==> config.mk <==
export PLATFORM = sky130hd
export DESIGN_NAME = uif_ctrl
export DESIGN_NICKNAME = d
export VERILOG_FILES = /design/src/core/uif_pkg.sv /design/src/core/uif_ctrl.sv
export SDC_FILE = /design/constraint.sdc
export NUM_CORES = 1
export LEC_CHECK = 0
export ABC_AREA = 0
export ABC_CLOCK_PERIOD_IN_PS = 4100
export BUFFER_PORTS_ARGS = -buffer_cell sky130_fd_sc_hd__buf_2
export CORE_MARGIN = 2
export CORE_UTILIZATION = 30
export DETAILED_ROUTE_END_ITERATION = 8
export GPL_TIMING_DRIVEN = 0
export MAX_ROUTING_LAYER = met4
export PLACE_DENSITY_LB_ADDON = 0.25
export SLEW_MARGIN = 10
export SYNTH_ARGS = -nofsm -noshare
export SYNTH_HDL_FRONTEND = slang
export SYNTH_SLANG_ARGS = --single-unit
==> constraint.sdc <==
create_clock -name i_clk -period 4.1 [get_ports i_clk]
set_clock_uncertainty 0.05 [all_clocks]
set_input_delay 0.615 -clock i_clk [delete_from_list [all_inputs] [get_ports i_clk]]
set_output_delay 0.615 -clock i_clk [all_outputs]
set_load 0.01 [all_outputs]
==> src/core/uif_pkg.sv <==
/*
 uif_pkg: constants and carriers for the uart interrupt, fifo and line
 control block. assumes one 40 MHz clock domain and nothing else.
*/
package uif_pkg;
    // ------------------------------------------------------------
    // register addresses
    // ------------------------------------------------------------
    localparam logic [2:0] A_DATA = 3'h0;
    localparam logic [2:0] A_IER  = 3'h1;
    localparam logic [2:0] A_ISR  = 3'h2;
    localparam logic [2:0] A_LCR  = 3'h3;
    localparam logic [2:0] A_LSR  = 3'h5;
    localparam logic [2:0] A_MSR  = 3'h6;
    // ------------------------------------------------------------
    // interrupt source codes
    // ------------------------------------------------------------
    localparam logic [3:0] ID_LSR  = 4'h6;
    localparam logic [3:0] ID_TMO  = 4'hc;
    localparam logic [3:0] ID_RXD  = 4'h4;
    localparam logic [3:0] ID_TXR  = 4'h2;
    localparam logic [3:0] ID_MSR  = 4'h0;
    localparam logic [3:0] ID_NONE = 4'h1;
    // ------------------------------------------------------------
    // field positions
    // ------------------------------------------------------------
    localparam int IE_RXD   = 0;
    localparam int IE_TXR   = 1;
    localparam int IE_LSR   = 2;
    localparam int IE_MSR   = 3;
    localparam int FC_EN    = 0;
    localparam int FC_RXRST = 1;
    localparam int FC_TXRST = 2;
    localparam int FC_DMA   = 3;
    localparam int LC_BRK   = 6;
    localparam int LC_DLAB  = 7;
    // ------------------------------------------------------------
    // sizes, levels, reset values, timing
    // ------------------------------------------------------------
    localparam logic [4:0] DEPTH     = 5'h10;
    localparam logic [4:0] TRIG_1    = 5'h01;
    localparam logic [4:0] TRIG_4    = 5'h04;
    localparam logic [4:0] TRIG_8    = 5'h08;
    localparam logic [4:0] TRIG_14   = 5'h0e;
    localparam logic [2:0] HALF_1    = 3'h2;
    localparam logic [2:0] HALF_15   = 3'h3;
    localparam logic [2:0] HALF_2    = 3'h4;
    localparam logic [7:0] TMO_CHARS = 8'h04;
    localparam logic [7:0] TMO_BITS  = 8'h0c;
    localparam logic [3:0] RST_IER   = 4'h0;
    localparam logic [7:0] RST_LCR   = 8'h00;
    // ------------------------------------------------------------
    // carriers
    // ------------------------------------------------------------
    typedef struct packed {
        logic       brk;
        logic       ferr;
        logic       perr;
        logic [7:0] data;
    } uif_char_s;
    typedef struct packed {
        logic [2:0] addr;
        logic       rd;
        logic       wr;
        logic [7:0] wdata;
    } uif_bus_s;
    typedef struct packed {
        logic [1:0] wl;
        logic [2:0] stop_half;
        logic       par_en;
        logic       par_even;
        logic       par_force;
        logic       par_val;
        logic       brk;
    } uif_fmt_s;
    typedef struct packed {
        logic [3:0]            interrupt_enable;
        logic [7:0]            line_format;
        logic                  fcr_en;
        logic                  dma;
        logic [1:0]            trig;
        logic [7:0]            dll;
        logic [7:0]            divisor_high;
        uif_char_s [15:0]      mem;
        logic [3:0]            rd_ptr;
        logic [3:0]            wr_ptr;
        logic [4:0]            rx_cnt;
        logic [4:0]            err_cnt;
        uif_char_s [1:0]       skid;
        logic [1:0]            skid_cnt;
        logic [4:0]            tx_cnt;
        logic                  ovr;
        logic                  lsr_int;
        logic                  tmo;
        logic [7:0]            tmo_cnt;
        logic                  thr_int;
        logic [7:0]            rdata;
        logic                  msr_rd;
        logic                  irq;
        logic                  txd;
        logic                  transmit_ready_pin_n;
        logic                  receive_ready_pin_n;
        logic                  rx_ready;
        uif_fmt_s              fmt;
    } uif_state_s;
endpackage : uif_pkg

==> src/core/uif_ctrl.sv <==
/*
 uif_ctrl: interrupt enable, prioritised interrupt source, fifo control
 and line format of one uart channel, with receive fifo and skid buffer.
 assumes host strobes rd or wr for one clock per access, all synchronous.
*/
`timescale 1ns/1ps
module uif_ctrl (
    // clock and reset
    input  logic                i_clk,
    input  logic                i_srst,
    // host register bus
    input  uif_pkg::uif_bus_s   i_bus,
    output logic [7:0]          o_rdata,
    // receiver side
    input  logic                i_rx_valid,
    input  uif_pkg::uif_char_s  i_rx_char,
    output logic                o_rx_ready,
    // transmitter side
    input  logic                i_tx_take,
    input  logic                i_tsr_empty,
    input  logic                i_txd_raw,
    input  logic                i_bit_tick,
    output logic [4:0]          o_tx_level,
    output logic                o_txd,
    output uif_pkg::uif_fmt_s   o_fmt,
    output logic [15:0]         o_divisor,
    // modem status and pins
    input  logic [7:0]          i_msr,
    output logic                o_msr_rd,
    output logic                o_irq,
    output logic                o_transmit_ready_pin_n,
    output logic                o_receive_ready_pin_n
);

    // ------------------------------------------------------------
    // helpers
    // ------------------------------------------------------------
    function automatic logic [4:0] trig_lvl(input logic [1:0] t);
        case (t)
            2'h0:    trig_lvl = uif_pkg::TRIG_1;
            2'h1:    trig_lvl = uif_pkg::TRIG_4;
            2'h2:    trig_lvl = uif_pkg::TRIG_8;
            default: trig_lvl = uif_pkg::TRIG_14;
        endcase
    endfunction : trig_lvl

    function automatic logic [3:0] src_code(input logic [4:0] p);
        if (p[4]) begin
            src_code = uif_pkg::ID_LSR;
        end else if (p[3]) begin
            src_code = uif_pkg::ID_TMO;
        end else if (p[2]) begin
            src_code = uif_pkg::ID_RXD;
        end else if (p[1]) begin
            src_code = uif_pkg::ID_TXR;
        end else if (p[0]) begin
            src_code = uif_pkg::ID_MSR;
        end else begin
            src_code = uif_pkg::ID_NONE;
        end
    endfunction : src_code

    function automatic logic has_err(input uif_pkg::uif_char_s c);
        has_err = c.brk | c.ferr | c.perr;
    endfunction : has_err

    // 1.5 stop bits round up to 2 here; time-out is a bound, not exact
    function automatic logic [7:0] char_bits(input logic [7:0] l);
        char_bits = 8'h06 + {6'h00, l[1:0]} + {7'h00, l[3]}
                  + (l[2] ? 8'h02 : 8'h01);
    endfunction : char_bits

    function automatic uif_pkg::uif_fmt_s fmt_of(input logic [7:0] l);
        fmt_of.wl        = l[1:0];
        fmt_of.stop_half = !l[2] ? uif_pkg::HALF_1 :
                           (l[1:0] == 2'h0) ? uif_pkg::HALF_15 : uif_pkg::HALF_2;
        fmt_of.par_en    = l[3];
        fmt_of.par_even  = l[4];
        fmt_of.par_force = l[5];
        fmt_of.par_val   = !l[4];
        fmt_of.brk       = l[6];
    endfunction : fmt_of

    // ------------------------------------------------------------
    // state
    // ------------------------------------------------------------
    uif_pkg::uif_state_s s;
    uif_pkg::uif_state_s n;
    logic                dlab;
    logic                rd_rhr;
    logic                rd_isr;
    logic                rd_lsr;
    logic                rd_msr;
    logic                wr_thr;
    logic                wr_fcr;
    logic                push;
    logic                pop;
    logic                accept;
    logic                ovr_ev;
    logic                rst_rx;
    logic                rst_tx;
    logic                head_new;
    logic [4:0]          cap;
    logic [4:0]          pend;
    logic [3:0]          src;
    logic [7:0]          lsr_val;
    logic [7:0]          rd_val;
    logic [7:0]          tmo_lim;
    logic [1:0]          wslot;
    uif_pkg::uif_char_s  head;
    uif_pkg::uif_char_s  nhead;

    always_comb begin
        n = s;
        dlab = s.line_format[uif_pkg::LC_DLAB];
        rd_rhr = 1'b0;
        rd_isr = 1'b0;
        rd_lsr = 1'b0;
        rd_msr = 1'b0;
        wr_thr = 1'b0;
        wr_fcr = 1'b0;
        head = s.mem[s.rd_ptr];
        cap = s.fcr_en ? uif_pkg::DEPTH : 5'h01;

        // address decode, divisor latch overlay
        if (i_bus.addr == uif_pkg::A_DATA) begin
            rd_rhr = i_bus.rd && !dlab;
            wr_thr = i_bus.wr && !dlab;
            if (i_bus.wr && dlab) begin
                n.dll = i_bus.wdata;
            end
        end else if (i_bus.addr == uif_pkg::A_IER) begin
            if (i_bus.wr && dlab) begin
                n.divisor_high = i_bus.wdata;
            end else if (i_bus.wr) begin
                n.interrupt_enable = i_bus.wdata[3:0];
            end
        end else if (i_bus.addr == uif_pkg::A_ISR) begin
            rd_isr = i_bus.rd;
            wr_fcr = i_bus.wr;
        end else if (i_bus.addr == uif_pkg::A_LCR) begin
            if (i_bus.wr) begin
                n.line_format = i_bus.wdata;
            end
        end else if (i_bus.addr == uif_pkg::A_LSR) begin
            rd_lsr = i_bus.rd;
        end else if (i_bus.addr == uif_pkg::A_MSR) begin
            rd_msr = i_bus.rd;
        end

        // queue control; reset bits are actions, never stored
        rst_rx = 1'b0;
        rst_tx = 1'b0;
        if (wr_fcr) begin
            n.fcr_en = i_bus.wdata[uif_pkg::FC_EN];
            // mode change flushes both queues so depth never exceeds cap
            rst_rx = i_bus.wdata[0] != s.fcr_en;
            rst_tx = i_bus.wdata[0] != s.fcr_en;
            if (i_bus.wdata[uif_pkg::FC_EN]) begin
                n.dma  = i_bus.wdata[uif_pkg::FC_DMA];
                n.trig = i_bus.wdata[7:6];
                rst_rx = rst_rx | i_bus.wdata[uif_pkg::FC_RXRST];
                rst_tx = rst_tx | i_bus.wdata[uif_pkg::FC_TXRST];
            end
        end

        // skid buffer between shifter and fifo
        accept = i_rx_valid && s.rx_ready;
        ovr_ev = i_rx_valid && !s.rx_ready;
        pop    = rd_rhr && (s.rx_cnt != 5'h00);
        push   = (s.skid_cnt != 2'h0) && (s.rx_cnt < cap) && !rst_rx;
        wslot  = s.skid_cnt - {1'b0, push};
        if (push) begin
            n.skid[0] = s.skid[1];
        end
        if (accept) begin
            n.skid[wslot[0]] = i_rx_char;
        end
        n.skid_cnt = wslot + {1'b0, accept};
        n.rx_ready = n.skid_cnt != 2'h2;

        // receive fifo
        if (push) begin
            n.mem[s.wr_ptr] = s.skid[0];
            n.wr_ptr = s.wr_ptr + 4'h1;
        end
        if (pop) begin
            n.rd_ptr = s.rd_ptr + 4'h1;
        end
        n.rx_cnt  = s.rx_cnt + {4'h0, push} - {4'h0, pop};
        n.err_cnt = s.err_cnt + {4'h0, push && has_err(s.skid[0]) }
                  - {4'h0, pop && has_err(head)};
        if (rst_rx) begin
            n.rd_ptr  = 4'h0;
            n.wr_ptr  = 4'h0;
            n.rx_cnt  = 5'h00;
            n.err_cnt = 5'h00;
        end
        nhead    = n.mem[n.rd_ptr];
        head_new = (pop || s.rx_cnt == 5'h00) && n.rx_cnt != 5'h00;

        // transmit fifo level
        n.tx_cnt = s.tx_cnt + {4'h0, wr_thr && s.tx_cnt < cap}
                 - {4'h0, i_tx_take && s.tx_cnt != 5'h00};
        if (rst_tx) begin
            n.tx_cnt = 5'h00;
        end

        // line status flags; a new event beats the read clear
        if (rd_lsr) begin
            n.ovr     = 1'b0;
            n.lsr_int = 1'b0;
        end
        if (ovr_ev) begin
            n.ovr     = 1'b1;
            n.lsr_int = 1'b1;
        end
        if (head_new && has_err(nhead)) begin
            n.lsr_int = 1'b1;
        end

        // character time-out
        tmo_lim = 8'(uif_pkg::TMO_CHARS * char_bits(s.line_format)) + uif_pkg::TMO_BITS;
        if (rd_rhr) begin
            n.tmo = 1'b0;
        end
        if (push || pop || s.rx_cnt == 5'h00 || !s.fcr_en) begin
            n.tmo_cnt = 8'h00;
        end else if (i_bit_tick && !s.tmo) begin
            n.tmo_cnt = s.tmo_cnt + 8'h01;
            n.tmo     = n.tmo_cnt == tmo_lim;
        end

        // pending sources, highest first
        pend[4] = s.interrupt_enable[uif_pkg::IE_LSR] && s.lsr_int;
        pend[3] = s.interrupt_enable[uif_pkg::IE_RXD] && s.tmo && s.fcr_en;
        pend[2] = s.interrupt_enable[uif_pkg::IE_RXD] && (s.fcr_en ?
                  s.rx_cnt >= trig_lvl(s.trig) : s.rx_cnt != 5'h00);
        pend[1] = s.interrupt_enable[uif_pkg::IE_TXR] && s.thr_int;
        pend[0] = s.interrupt_enable[uif_pkg::IE_MSR] && (i_msr[3:0] != 4'h0);
        src = src_code(pend);

        // transmit ready: set wins over a same-cycle clear
        if ((rd_isr && src == uif_pkg::ID_TXR) || wr_thr) begin
            n.thr_int = 1'b0;
        end
        if (n.interrupt_enable[uif_pkg::IE_TXR] && n.tx_cnt == 5'h00 &&
            (s.tx_cnt != 5'h00 || !s.interrupt_enable[uif_pkg::IE_TXR])) begin
            n.thr_int = 1'b1;
        end

        // read data
        lsr_val = {s.fcr_en && s.err_cnt != 5'h00,
                   s.tx_cnt == 5'h00 && i_tsr_empty,
                   s.tx_cnt == 5'h00,
                   s.rx_cnt != 5'h00 && head.brk,
                   s.rx_cnt != 5'h00 && head.ferr,
                   s.rx_cnt != 5'h00 && head.perr,
                   s.ovr,
                   s.rx_cnt != 5'h00};
        if (i_bus.addr == uif_pkg::A_DATA) begin
            rd_val = dlab ? s.dll : (s.rx_cnt != 5'h00 ? head.data : 8'h00);
        end else if (i_bus.addr == uif_pkg::A_IER) begin
            rd_val = dlab ? s.divisor_high : {4'h0, s.interrupt_enable};
        end else if (i_bus.addr == uif_pkg::A_ISR) begin
            rd_val = {s.fcr_en, s.fcr_en, 2'h0, src};
        end else if (i_bus.addr == uif_pkg::A_LCR) begin
            rd_val = s.line_format;
        end else if (i_bus.addr == uif_pkg::A_LSR) begin
            rd_val = lsr_val;
        end else if (i_bus.addr == uif_pkg::A_MSR) begin
            rd_val = i_msr;
        end else begin
            rd_val = 8'h00;
        end
        if (i_bus.rd) begin
            n.rdata = rd_val;
        end

        // pins and outputs
        n.msr_rd = rd_msr;
        n.irq    = pend != 5'h00;
        n.txd    = n.line_format[uif_pkg::LC_BRK] ? 1'b0 : i_txd_raw;
        n.fmt    = fmt_of(n.line_format);
        if (n.dma) begin
            n.receive_ready_pin_n = !(n.rx_cnt >= trig_lvl(n.trig) || n.tmo);
            n.transmit_ready_pin_n = n.tx_cnt >= cap;
        end else begin
            n.receive_ready_pin_n = n.rx_cnt == 5'h00;
            n.transmit_ready_pin_n = n.tx_cnt != 5'h00;
        end

        // synchronous reset: all enables off, line idle
        if (i_srst) begin
            n          = '0;
            n.interrupt_enable      = uif_pkg::RST_IER;
            n.line_format      = uif_pkg::RST_LCR;
            n.fmt      = fmt_of(uif_pkg::RST_LCR);
            n.rx_ready = 1'b1;
            n.receive_ready_pin_n  = 1'b1;
            n.txd      = 1'b1;
        end
    end

    always_ff @(posedge i_clk) begin
        s <= n;
    end

    assign o_rdata    = s.rdata;
    assign o_rx_ready = s.rx_ready;
    assign o_tx_level = s.tx_cnt;
    assign o_txd      = s.txd;
    assign o_fmt      = s.fmt;
    assign o_divisor  = {s.divisor_high, s.dll};
    assign o_msr_rd   = s.msr_rd;
    assign o_irq      = s.irq;
    assign o_transmit_ready_pin_n  = s.transmit_ready_pin_n;
    assign o_receive_ready_pin_n  = s.receive_ready_pin_n;

    // ------------------------------------------------------------
    // checks
    // ------------------------------------------------------------
    rxd_nofifo_a: assert property (@(posedge i_clk) disable iff (i_srst)
        s.interrupt_enable[0] && !s.fcr_en && s.rx_cnt != 5'h00 |=> o_irq)
        else $error("receive data pending without irq");
    rxd_below_a: assert property (@(posedge i_clk) disable iff (i_srst)
        s.interrupt_enable == 4'h1 && s.fcr_en && !s.tmo && s.rx_cnt < trig_lvl(s.trig)
        |=> !o_irq) else $error("irq below trigger level");
    ready_set_a: assert property (@(posedge i_clk) disable iff (i_srst)
        push && !pop |=> s.rx_cnt != 5'h00) else $error("data ready not set");
    txe_bit_a: assert property (@(posedge i_clk) disable iff (i_srst)
        rd_lsr && s.tx_cnt == 5'h00 |=> o_rdata[5]) else $error("tx empty bit wrong");
    thr_rise_a: assert property (@(posedge i_clk) disable iff (i_srst)
        wr_fcr == 1'b0 && !s.interrupt_enable[1] && n.interrupt_enable[1] && s.tx_cnt == 5'h00 && !i_tx_take
        && !wr_thr |=> s.thr_int ##1 (o_irq || s.interrupt_enable[1] == 1'b0))
        else $error("tx ready not raised on enable");
    isr_top_a: assert property (@(posedge i_clk) disable iff (i_srst)
        rd_isr && pend[4] |=> o_rdata[3:0] == uif_pkg::ID_LSR)
        else $error("line status not reported first");
    tmo_clear_a: assert property (@(posedge i_clk) disable iff (i_srst)
        rd_rhr && s.rx_cnt != 5'h00 |=> !s.tmo) else $error("time-out not cleared");
    isr_none_a: assert property (@(posedge i_clk) disable iff (i_srst)
        rd_isr && pend == 5'h00 |=> o_rdata[0] && o_rdata[7:6] == {2{$past(s.fcr_en)}})
        else $error("no-pending code wrong");
    fcr_ignore_a: assert property (@(posedge i_clk) disable iff (i_srst)
        wr_fcr && !i_bus.wdata[0] |=> !s.fcr_en && s.trig == $past(s.trig))
        else $error("queue bits taken without enable");
    rx_reset_a: assert property (@(posedge i_clk) disable iff (i_srst)
        wr_fcr && i_bus.wdata[1:0] == 2'h3 |=> s.rx_cnt == 5'h00)
        else $error("receive queue not reset");
    // txd and lcr load on the same edge, so a clearing write must not trip this
    brk_hold_a: assert property (@(posedge i_clk) disable iff (i_srst)
        s.line_format[6] |-> !o_txd) else $error("break not driven");

endmodule : uif_ctrl

---- Word level (Yosys, flattened, before mapping) ----
Index checks and enable logic that the tools add are counted.
cells by class
  $lt $le $gt $ge ......................... 11
  shift-type cells ........................ 0
  reductions and logical operators ........ 73
  add/subtract/negate cells ............... 15
  bitwise logic cells ..................... 14
  multipliers ............................. 0
  muxes and demuxes ....................... 75
  equal/unequal tests ..................... 13
  div/mod/pow operators ................... 0
operator list
  cell                                                                          count
  176-bit bitwise mux                                                           1
  176-bit 2-to-1 mux                                                            1
  8-bit 2-to-1 mux                                                              13
  11-bit binary-select mux with 4-bit select                                    2
  11-bit 2-to-1 mux                                                             6
  11-bit demux with 4-bit select                                                1
  1-bit logical AND                                                             31
  5-bit nonzero test                                                            6
  1-bit 2-to-1 mux                                                              25
  4-bit case mux with 3 select lines                                            2
  22-bit bitwise mux                                                            1
  5-bit logical NOT                                                             4
  18-bit 2-to-1 mux                                                             1
  2-bit 2-to-1 mux                                                              8
  4-bit 2-to-1 mux                                                              4
  5-bit by 1-bit adder with 5-bit output                                        3
  5-bit greater-or-equal comparator                                             3
  4-bit by 5-bit less-than comparator with 1-bit output, second input constant  3
  5-bit 2-to-1 mux                                                              3
  5-bit by 1-bit subtractor with 5-bit output                                   3
  3-bit 2-to-1 mux                                                              4
  11-bit demux with 1-bit select                                                1
  5-bit less-than comparator                                                    2
  10-bit 2-to-1 mux                                                             1
  36 further kinds                                                              72
word-level totals
  memory bits (read-only) ................. 0
  latch bits .............................. 0
  RAM bits ................................ 0
  output and inout port bits .............. 45
  input bits .............................. 39
  memories ................................ 0
  word-level logic and storage cells ...... 307
  register bits after elaboration ......... 291

---- Depth between registers and ports, before layout ----
Gate-level depths: netlist of run 1.
  depth in word-level cells ............... 17
  gate-level depth with buffers ........... 21
  depth with buffers taken out ............ 18

---- Worst setup path after synthesis of run 1 ----
No wires, ideal clock.
  kind .................................... reg-to-reg
  from .................................... register s[278] (netlist name)
  to ...................................... register s, in the netlist o_receive_ready_pin_n
  path buffers ............................ 3
  data arrival time ....................... 4356 ps
  setup slack ............................. -407 ps
  clock period less this slack ............ 4507 ps
  stages on the path, launching flop included .. 21
  library setup time ...................... 101 ps
  path through ............................ dfxtp_1 clkbuf_1 inv_1 ha_1 o211a_1 a2111oi_4 and2_1 clkbuf_1 inv_1 clkbuf_1 ha_1 inv_1 ha_1 fa_1 xor2_1 nor2_1 ha_1 nor2b_1 o21ai_0 o21ai_0 o41ai_1
on the way
  word-level cells in the longest chain between the ends .. 13
  elaborated cells between the ends (all ways) .. 22
  those cells by class .................... 2 x add/sub; 2 x order compare; 1 x eq/ne; 6 x mux; 1 x bitwise; 10 x reduce/logical
ends and longest elaborated chain
  element                                                                              RTL line         text
  from (decl)                                                                          uif_ctrl.sv:87   uif_pkg::uif_state_s s;
  from (signal assigned)                                                               uif_ctrl.sv:306  s <= n;
  parallel branches: the longest is 12 deep, another holds 5-bit less-than comparator  -
  2-bit 2-to-1 mux *                                                                   uif_ctrl.sv:285  if (n.dma) begin
Mark *: on every way between the ends.
A chain may end at the register's enable or synchronous reset.

---- Worst setup path in the final report of run 1 ----
  from .................................... register s[80] (netlist name)
  to ...................................... register s[69] (netlist name)
on the way
  word-level cells in the longest chain between the ends .. 6
ends and longest elaborated chain
  element                                        RTL line         text
  11-bit binary-select mux with 4-bit select *   uif_ctrl.sv:122  head = s.mem[s.rd_ptr];
  11-bit 2-to-1 mux (not written as such) *      uif_ctrl.sv:122
  1-bit bitwise OR                               uif_ctrl.sv:64   has_err = c.brk | c.ferr | c.perr;
  1-bit bitwise OR *                             uif_ctrl.sv:64
  1-bit logical AND *                            uif_ctrl.sv:192  - {4'h0, pop && has_err(head)};
  5-bit by 1-bit subtractor with 5-bit output *  uif_ctrl.sv:192
Every way passes the cells marked *; elsewhere a longest branch is shown, timed or not. The select of a mux whose other input is x is not followed.

==> results of run 1 <==
[worst register-to-register path, stage by stage (launching register included)]
cell and delay (ns):
dfxtp_1 0.33, clkbuf_2 0.33, buf_4 0.38, mux4_2 0.39
mux4_2 0.55, nor3_2 0.27, nor2_1 0.07, ha_1 0.27
inv_1 0.04, ha_1 0.19, inv_1 0.07, fa_1 0.20
inv_1 0.05, a21oi_1 0.12, nor2_1 0.07, or3_1 0.34
a21oi_1 0.14
[final cells by class]
class	count	area (sq um)
fill	4877	30600
multi-input combinational	1030	7840
sequential	285	5710
clock buffer	48	940
buffer	153	850
tap	615	769
timing repair buffer	93	502
inverter	48	184
clock inverter	9	98.8
[where the power goes]
group / switching [mW] / leakage, nW / internal (mW)
combinational: 1.79 / 4.43 / 1.15
sequential: 0.133 / 2.31 / 2.97
clock: 1.18 / 0.518 / 1.69
total: 3.10 / 7.25 / 5.80
[kinds of logic after synthesis]
logic type,after synthesis,share of synthesized area
mux,249,0.223
simple gates,510,0.159
flops,285,0.398
buf+inv,203,0.0650
xor+xnor,30,0.0183
fa+ha+maj,52,0.0475
compound gates,189,0.0888
[sequential cells by signal, summed over array words and instances, names as in the netlist]
signal,cells
o_receive_ready_pin_n,1
o_irq,1
o_tx_level,5
dlab,1
o_rx_ready,1
s,244
o_rdata,8
lsr_val,1
o_divisor,16
o_msr_rd,1
o_fmt,4
o_txd,1
o_transmit_ready_pin_n,1
[metal layers]
| metal | track usage | wire length, um |
|---|---|---|
| met1 | 0.248 | 21100 |
| met2 | 0.301 | 20700 |
| met3 | 0.0241 | 2040 |
| met4 | 0.0468 | 1180 |
| met5 | - | 0 |
[cell usage after synthesis, types with 5 or more instances]
master	count
buf_2	12
and4_1	5
a21o_1	6
nand2_1	98
inv_1	48
nand3_1	23
a31oi_1	7
dfxtp_1	285
nor2b_1	14
nor2_1	273
ha_1	48
nand2b_1	9
a311oi_1	13
nor3_1	16
clkbuf_1	89
xnor2_1	14
and2_1	9
buf_1	14
nand4_1	20
o211ai_1	5
xor2_1	16
o21ai_0	22
a221oi_1	5
o311ai_0	8
buf_4	39
mux4_2	55
mux2i_1	189
a22oi_1	6
and3_1	12
a21oi_1	77
[what timing repair did]
action	CTS	global route
setup buffers	11	2
pin swaps	12	11
resized for setup	51	21
endpoints found under the setup margin	19	15
[worst paths after layout]
path | endpoint | start
worst max-delay path | s[69]$_SDFF_PP0_ | s[80]$_SDFF_PP0_
worst min-delay path | o_txd$_SDFF_PP1_ | i_txd_raw
worst max register to register | s[69]$_SDFF_PP0_ | s[80]$_SDFF_PP0_
worst min register to register | s[105]$_SDFFE_PP0P_ | s[105]$_SDFFE_PP0P_
[cell usage in the layout, fill, tap and decap left out, types with 13 or more instances in the layout]
master	n
dfxtp_1	283
nor2_1	273
mux2i_1	189
nand2_1	98
clkbuf_1	87
buf_2	87
a21oi_1	74
mux4_2	55
buf_4	54
inv_1	45
ha_1	44
clkbuf_16	31
nand3_1	22
o21ai_0	20
nand4_1	20
nor3_1	15
xor2_1	15
nor2b_1	14
clkbuf_8	13
xnor2_1	13
a311oi_1	13
[stage by stage]
step / hold WS (ns) / setup slack (ns) / cells
floorplan: 0.383 / 0.0203 / 1518
global placement: 0.389 / -1.08 / 2213
detailed placement: 0.399 / -1.10 / 2213
CTS: 0.210 / 0.00214 / 2281
global route: 0.242 / -0.00195 / 2281
finish: 0.225 / 0.164 / 2281
==> results.ini, run 1 <==
[outcome]
result_of_the_run = complete, no violations

[synth]
synth_top_flop_cell = dfxtp_1
synth_edf_count = 0
synth.distinct_cells = 68
synth.cell_area_sq_um = 14300
synth-warning-count = 0
postSynthAreaPerCell_sq_um = 9.43
post-synth-top-area-fraction = 0.398
post_synthesis_cell_count = 1518
post-synth-top-area-cell = dfxtp_1
postSynthNetCount = 1609
yosys_register_bits = 285
synth_seq_area_share = 0.398
netlist_top_cells_area = dfxtp_1, mux2i_1, mux4_2, nor2_1, ha_1
asyncSetResetFlopFracSynth = 0

[drt]
first_iter_violations = 797
wl_per_cell_um = 19.7
vias = 11611
drtPass1Iterations = 7
route.antenna.remaining_nets = 0
post_route_drc = 0
drt-vias-per-instance = 5.09
routed_wl_um = 45000

[sta]
min_period_ns = 3.94
setup_viol = 0
final_tns_setup_ns = 0
finalHoldViolations = 0
max_clock_freq_mhz = 254
slew-limit-headroom = 0.320
finalCritPeriodShare = 0.960
tightestPinTransition_ns = 1.02
maxSlewViolCount = 0

[floorplan]
die_area_sq_um = 49500
placementRows = 80
io_pins = 84
die_width_um = 222
die_h_um = 222
start_util = 0.302
floorplan.core_area_sq_um = 47400

[setup_path]
rrSetupSlack_ns = 0.16
crit_path_start_kind = flop
path_buf_inv = 5
worst_path_most_repeated_cell = inv_1
timing.critical_path.slowest_stage_cell = mux4_2
critical_path_peak_fanout = 10
critical_path.endpoint_type = flop
crit_arrival_ns = 4.39
worst-r2r-cell-count = 16
cp_data_required_time_ns = 4.56
critical-path-top-delay-family = multiplexers
timing.critical_path.slowest_cell_delay_ns = 0.55
crit_path_cell_trace = clkbuf_2 > buf_4 > mux4_2 > mux4_2 > nor3_2 > nor2_1 > ha_1 > inv_1 > ha_1 > inv_1 > fa_1 > inv_1 > a21oi_1 > nor2_1 > or3_1 > a21oi_1
worstSetupPathType = flop to flop
crit_cells = 16

[grt]
grt_overflow = 0
antenna_found_initial = 0
pin_count_of_the_biggest_net_entering_global_routing = 16
grt_use_total = 0.187
vias_in_the_first_global_route = 11416
grt_first_pass_wirelength_um = 69800

[placement]
numPortBuffers = 80
placed_cell_area_sq_um = 15500
gpl.final_weighted_congestion = 0.894
placed_wire_length_estimate_um = 33400

[power]
p_total_mw = 8.91
total_leakage_power_nw = 7.25
power.ir.vdd_worst_mv = 0.322
power-per-cell-area_nw_per_um2 = 527

[clock_tree]
cts_made_buffers = 31
clk_path_buf_depth = 3
cts.htree.levels = 1
cts_num_sinks = 285
hold_buffers = 0
clock_tree_from_tritoncts = yes
worstSkewPairLatency_ns = 0.58
clkTransAtPathRegs_ns = 0.06
cts_root_buf = clkbuf_16

[layout]
antenna-diode-count = 0
fin_area_sq_um = 16900
fraction_of_final_layout_cells_sized_beyond_drive_strength_1 = 0.178
final_util = 0.356
area_growth_syn_to_layout_pct = 18.0
number_of_nets_in_the_layout = 1733

[hold_path]
worstHoldPathCells = 3
timing.hold.worst.class = primary input to flop

[run]
maxCapViolCount = 0

(Power assumes the default switching activity.)
==> run 2: changes to the inputs <==
--- a/config.mk
+++ b/config.mk
@@ -14,6 +14,7 @@
 export GPL_TIMING_DRIVEN = 0
 export MAX_ROUTING_LAYER = met4
 export PLACE_DENSITY_LB_ADDON = 0.25
+export RECOVER_POWER = 25
 export SLEW_MARGIN = 10
 export SYNTH_ARGS = -nofsm -noshare
 export SYNTH_HDL_FRONTEND = slang
==> run 2 against run 1 <==
Wire length barely moved. Cell area shrank 0.28%. Sequential share of layout area is 0.095 points higher. Setup slack improved by 0.0023 ns. Register-to-register slack hardly changed. Global-route usage unchanged. Sequential power hardly changed. Flip-flop and latch count did not move. Total power shrank 0.28%. Critical endpoint unchanged. Highest routed layer unchanged.
==> results.ini, run 2 (synthesis results as in run 1) <==
[layout]
area_growth_syn_to_layout_pct = 17.6
number_of_nets_in_the_layout = 1733  ; unchanged
largest_reg_flops = 244  ; unchanged
fin_area_sq_um = 16800  ; -0.28%
fraction_of_final_layout_cells_sized_beyond_drive_strength_1 = 0.163  ; -0.0144
final_common_cell = dfxtp_1
antenna-diode-count = 0  ; unchanged
final_util = 0.355  ; -0.00100
max_flop_register = s
layout.cells.most_common_list = dfxtp_1, nor2_1, mux2i_1

[sta]
finalHoldViolations = 0  ; unchanged
maxSlewViolCount = 0  ; unchanged
setup_viol = 0  ; unchanged
finalCritPeriodShare = 0.960  ; about the same
max_clock_freq_mhz = 254  ; about the same
rsz0062_at_grt = false
slew-limit-headroom = 0.331  ; +0.0108
tightestPinTransition_ns = 1.00  ; -0.0162 ns
final.setup.worst_slack_ns = 0.166  ; +0.00232 ns
min_period_ns = 3.93  ; -0.00232 ns

[placement]
preCtsSetupSlack_ns = -1.10  ; unchanged
gpl.final_weighted_congestion = 0.894  ; unchanged
numPortBuffers = 80  ; unchanged
placed_wire_length_estimate_um = 33400  ; unchanged
placed_cell_area_sq_um = 15500  ; unchanged

[grt]
pin_count_of_the_biggest_net_entering_global_routing = 16  ; unchanged
grt_use_total = 0.187  ; unchanged
grt_first_pass_wirelength_um = 69800  ; unchanged
antenna_found_initial = 0  ; unchanged
grt_overflow = 0  ; unchanged
vias_in_the_first_global_route = 11416  ; unchanged

[floorplan]
start_util = 0.302  ; unchanged
die_area_sq_um = 49500  ; unchanged
io_pins = 84  ; unchanged
floorplan.core_area_sq_um = 47400  ; unchanged
placementRows = 80  ; unchanged
die_h_um = 222  ; unchanged
die_width_um = 222  ; unchanged

[drt]
wl_per_cell_um = 19.7  ; about the same
drtPass1Iterations = 5  ; -2
drt-vias-per-instance = 5.08  ; -0.22%
routed_wl_um = 45000  ; about the same
vias = 11585  ; -0.22%
first_iter_violations = 837  ; +5.0%
post_route_drc = 0  ; unchanged
route.antenna.remaining_nets = 0  ; unchanged

[clock_tree]
worstSkewPairLatency_ns = 0.58  ; about the same
clkTransAtPathRegs_ns = 0.06  ; about the same
hold_buffers = 0  ; unchanged
clock_tree_from_tritoncts = yes
cts_num_sinks = 285  ; unchanged
cts_made_buffers = 31  ; unchanged
cts.htree.levels = 1  ; unchanged
cts_root_buf = clkbuf_16
clk_path_buf_depth = 3  ; unchanged

[power]
power-per-cell-area_nw_per_um2 = 527  ; about the same
p_total_mw = 8.88  ; -0.28%
total_leakage_power_nw = 7.15  ; -1.4%
power.ir.vdd_worst_mv = 0.321  ; about the same

[setup_path]
worst-r2r-cell-count = 16  ; unchanged
crit_path_start_kind = flop
r2r-start = s[80]$_SDFF_PP0_
crit_arrival_ns = 4.39  ; about the same
rrSetupSlack_ns = 0.17  ; about the same
critical_path.startpoint = s[80]$_SDFF_PP0_
rr_endpoint = s[69]$_SDFF_PP0_
critical_path.endpoint_type = flop
worstSetupPathType = flop to flop
critical_path_peak_fanout = 10  ; unchanged
cp_data_required_time_ns = 4.56  ; about the same

[hold_path]
worstHoldPathCells = 3  ; unchanged
timing.hold.worst_endpoint = o_txd$_SDFF_PP1_
timing.hold.worst.class = primary input to flop
min_from = i_txd_raw

[run]
maxCapViolCount = 0  ; unchanged

[outcome]
result_of_the_run = complete, no violations

run 2: cell types whose count changed in the layout (fill, tap and decap cells not counted), sizes merged:
| cell | change |
|---|---|
| buf | -48 |
| clkbuf | +48 |
run 2: per-layer routing:
metal	share of wire	vias to the layer above	GRT usage
met2	0.46	342	0.301
met4	0.026	0	0.0468
met3	0.049	71	0.0241
li1	-	5531	-
met1	0.47	5641	0.248
met5	0	-	-
run 2: worst max-delay path by stage:
stage and to:
4_1_cts o_receive_ready_pin_n$_SDFF_PP1_, 6_report s[69]$_SDFF_PP0_, 5_1_grt s[34]$_SDFFE_PP0P_, 3_5_place_dp s[34]$_SDFFE_PP0P_, 2_1_floorplan o_receive_ready_pin_n$_SDFF_PP1_, 3_3_place_gp s[34]$_SDFFE_PP0P_
run 2: through the flow:
step | TNS (ns) | instances | hold slack (ns)
after floorplan | 0 | 1518 | 0.383
after global placement | -8.48 | 2213 | 0.389
after detailed placement | -8.89 | 2213 | 0.399
after CTS | 0 | 2281 | 0.210
after global routing | 0 | 2281 | 0.242
final | 0 | 2281 | 0.225
run 2: cell type report:
| class | count | area (sq um) |
|---|---|---|
| fillers | 4893 | 30600 |
| multi-input cells | 1030 | 7840 |
| flip-flops and latches | 285 | 5710 |
| clock buffers | 48 | 940 |
| plain buffers | 153 | 827 |
| well taps | 615 | 769 |
| repair buffers | 93 | 477 |
| inverters | 48 | 184 |
| clock inverters | 9 | 98.8 |
run 2: what timing repair did:
item,4_1_cts,5_1_grt
gates resized for setup,51,21
setup buffers,11,2
endpoints found under the setup margin,19,15
pin swaps,12,11
run 2: critical path, stage by stage (launching register included):
cell and delay (ns):
dfxtp_1 0.33, clkbuf_2 0.33, clkbuf_4 0.40, mux4_2 0.40, mux4_2 0.56, nor3_2 0.21, nor2_1 0.07, ha_1 0.27
inv_1 0.04, ha_1 0.19, inv_1 0.07, fa_1 0.20, inv_1 0.05, a21oi_1 0.12, nor2_1 0.07, or3_1 0.34
a21oi_1 0.14
run 2: power by group:
part           internal, mW  total (mW)  switching [mW]
Combinational          1.14        2.92            1.79
Clock                  1.69        2.86            1.17
Sequential             2.97        3.10           0.133
==> run 3: changes to the inputs <==
--- a/config.mk
+++ b/config.mk
@@ -10,11 +10,13 @@
 export BUFFER_PORTS_ARGS = -buffer_cell sky130_fd_sc_hd__buf_2
 export CORE_MARGIN = 2
 export CORE_UTILIZATION = 30
+export CTS_CLUSTER_DIAMETER = 80
 export DETAILED_ROUTE_END_ITERATION = 8
 export GPL_TIMING_DRIVEN = 0
 export MAX_ROUTING_LAYER = met4
 export PLACE_DENSITY_LB_ADDON = 0.25
 export RECOVER_POWER = 25
+export REMOVE_ABC_BUFFERS = 1
 export SLEW_MARGIN = 10
 export SYNTH_ARGS = -nofsm -noshare
 export SYNTH_HDL_FRONTEND = slang
==> run 3 against run 2 <==
Cell count down 6.0%. Cell area shrank 3.8%. Worst hold slack got worse by 0.015 ns. Non-clock buffer count decreased by 136. Via count shrank 5.8%. First-iteration DRC count down 4.5%. Largest power group unchanged. Critical endpoint is now o_receive_ready_pin_n$_SDFF_PP1_.
==> results.ini, run 3 (synthesis results as in run 1) <==
[grt]
vias_in_the_first_global_route = 10692  ; -6.3%
grt_overflow = 0  ; unchanged
grt_use_total = 0.169  ; -0.0181
grt_first_pass_wirelength_um = 64000  ; -8.4%
antenna_found_initial = 0  ; unchanged
pin_count_of_the_biggest_net_entering_global_routing = 108  ; +92

[clock_tree]
cts_root_buf = clkbuf_16
clock_tree_from_tritoncts = yes
cts.htree.levels = 1  ; unchanged
cts_made_buffers = 31  ; unchanged
worstSkewPairLatency_ns = 0.59  ; about the same
clkTransAtPathRegs_ns = 0.06  ; about the same
hold_buffers = 0  ; unchanged
clk_path_buf_depth = 3  ; unchanged
cts_num_sinks = 285  ; unchanged

[sta]
finalCritPeriodShare = 0.977  ; +0.0172
maxSlewViolCount = 0  ; unchanged
final.setup.worst_slack_ns = 0.0954  ; -0.0704 ns
rsz0062_at_grt = true
max_clock_freq_mhz = 250  ; -1.8%
slew-limit-headroom = 0.00150  ; -0.329
final_tns_setup_ns = 0  ; unchanged
tightestPinTransition_ns = 1.50  ; +0.494 ns
hold_worst_slack_ns = 0.209  ; -0.0154 ns
finalHoldViolations = 0  ; unchanged
min_period_ns = 4.00  ; +0.0704 ns
setup_viol = 0  ; unchanged

[layout]
layout.cells.most_common_list = dfxtp_1, nor2_1, mux2i_1
area_growth_syn_to_layout_pct = 13.2
final_common_cell = dfxtp_1
fraction_of_final_layout_cells_sized_beyond_drive_strength_1 = 0.132  ; -0.0312
fill_cells = 4935  ; +0.86%
fin_area_sq_um = 16200  ; -3.8%
register_area_sq_um = 5720  ; +0.15%
largest_reg_flops = 244  ; unchanged
number_of_nets_in_the_layout = 1597  ; -7.8%
antenna-diode-count = 0  ; unchanged
final_util = 0.342  ; -0.0135
final_cells = 2144  ; -6.0%
max_flop_register = s
multi_input_comb_area_sq_um = 7800  ; -0.43%

[drt]
route.antenna.remaining_nets = 0  ; unchanged
drtPass1Iterations = 5  ; unchanged
vias = 10914  ; -5.8%
first_iter_violations = 799  ; -4.5%
drt-vias-per-instance = 5.09  ; +0.23%
wl_per_cell_um = 19.1  ; -3.2%
routed_wl_um = 40900  ; -9.0%
post_route_drc = 0  ; unchanged

[outcome]
result_of_the_run = complete, no violations

[power]
pwr-share-comb = 0.269  ; -0.060
internal_power_mw = 5.60  ; -3.4%
power.ir.vdd_worst_mv = 0.293  ; -8.9%
net-switching-power_mw = 2.91  ; -5.7%
power-per-cell-area_nw_per_um2 = 525  ; -0.39%
p_total_mw = 8.51  ; -4.2%
share_of_total_power_consumed_by_net_switching = 0.342  ; -0.00559
power_frac_clock = 0.337  ; +0.015
seq_pwr_share = 0.394  ; +0.045
total_leakage_power_nw = 6.73  ; -5.9%

[hold_path]
worstHoldPathCells = 3  ; unchanged
timing.hold.worst.class = primary input to flop
min_from = i_txd_raw
timing.hold.worst_endpoint = o_txd$_SDFF_PP1_

[setup_path]
r2r-start = s[278]$_SDFFE_PP0N_
rr_endpoint = o_receive_ready_pin_n$_SDFF_PP1_
rrSetupSlack_ns = 0.1  ; -0.07 ns
timing.critical_path.slowest_stage_cell = fa_2
crit_arrival_ns = 4.43  ; +0.04 ns
worstSetupPathType = flop to flop
worst_path_most_repeated_cell = ha_4
critical_path.endpoint_type = flop
timing.critical_path.slowest_cell_delay_ns = 0.56  ; about the same
critical_path_peak_fanout = 3  ; -7
worst-r2r-cell-count = 17  ; +1
crit_path_cell_trace = clkinvlp_4 > ha_4 > o211a_1 > a2111oi_4 > and2_4 > clkinvlp_4 > ha_4 > inv_2 > ha_4 > fa_2 > and2_4 > ha_4 > a21oi_2 > nor2b_1 > o21ai_1 > o21ai_1 > o41ai_1
cp_data_required_time_ns = 4.52  ; -0.04 ns
crit_path_start_kind = flop

[placement]
gpl.final_weighted_congestion = 0.846  ; -5.4%
preCtsSetupSlack_ns = -2.10  ; -0.998 ns
number_of_cells_after_detailed_placement = 2071  ; -6.4%
placed_wire_length_estimate_um = 27600  ; -17%
placed_cell_area_sq_um = 15000  ; -3.5%
numPortBuffers = 83  ; +3.8%

[floorplan]
io_pins = 84  ; unchanged
die_width_um = 222  ; unchanged
placementRows = 80  ; unchanged
die_area_sq_um = 49500  ; unchanged
die_h_um = 222  ; unchanged
floorplan.core_area_sq_um = 47400  ; unchanged
start_util = 0.302  ; unchanged

[run]
maxCapViolCount = 0  ; unchanged

==> run 3: cell types whose count changed in the layout (fill, tap and decap cells not counted), sizes merged <==
cell | before | now
clkinv | 6 | 2
buf | 109 | 64
clkinvlp | 1 | 3
clkbuf | 185 | 96
bufinv | 2 | 1
==> run 3: layer usage <==
| metal | vias to the layer above | GRT usage | wire length, um |
|---|---|---|---|
| li1 | 5260 | - | - |
| met1 | 5318 | 0.221 | 18700 |
| met2 | 275 | 0.275 | 19300 |
| met3 | 61 | 0.0271 | 2130 |
| met4 | 0 | 0.0357 | 771 |
| met5 | - | - | 0 |
==> run 3: worst max path at each step <==
stage,startpoint,end,slack (ns),depth (start not counted)
CTS,s[278]$_SDFFE_PP0N_,s[34]$_SDFFE_PP0P_,0.08,17
global route,s[278]$_SDFFE_PP0N_,o_receive_ready_pin_n$_SDFF_PP1_,-0.08,17
detailed placement,s[278]$_SDFFE_PP0N_,s[34]$_SDFFE_PP0P_,-2.10,17
floorplan,s[79]$_SDFF_PP0_,s[69]$_SDFF_PP0_,-0.77,14
finish,s[278]$_SDFFE_PP0N_,o_receive_ready_pin_n$_SDFF_PP1_,0.1,17
global placement,i_srst,s[34]$_SDFFE_PP0P_,-3.44,8
==> run 3: cell type report <==
cell class	count	area share
multi-input combinational	1030	0.482
sequential	285	0.353
clock buffer	50	0.0603
tap	615	0.0475
timing repair buffer	110	0.0414
inverter	48	0.0116
clock inverter	6	0.00471
==> run 3: worst max-delay path, delay by kind of cell (launching register included) <==
family          cells  cell delay (ns)
fa+ha+maj           5             1.47
simple gates        3             0.45
compound gates      6             1.26
buf+inv             3             0.32
flops               1             0.35
==> run 3: power groups by stage <==
stage	Sequential [mW]	Combinational, mW	Clock [mW]
after CTS	3.35	2.18	2.95
after global routing	3.39	2.54	3.06
after detailed placement	3.42	2.08	0
after floorplan	3.29	1.45	0
after global placement	3.43	2.03	0
final	3.35	2.29	2.87
==> run 3: repair_timing <==
action                                  CTS  global route
endpoints found under the setup margin  126             3
resized for setup                        10            17
pin swaps                                 6            10
hold endpoints to repair                  0             0
setup buffers                            14             3
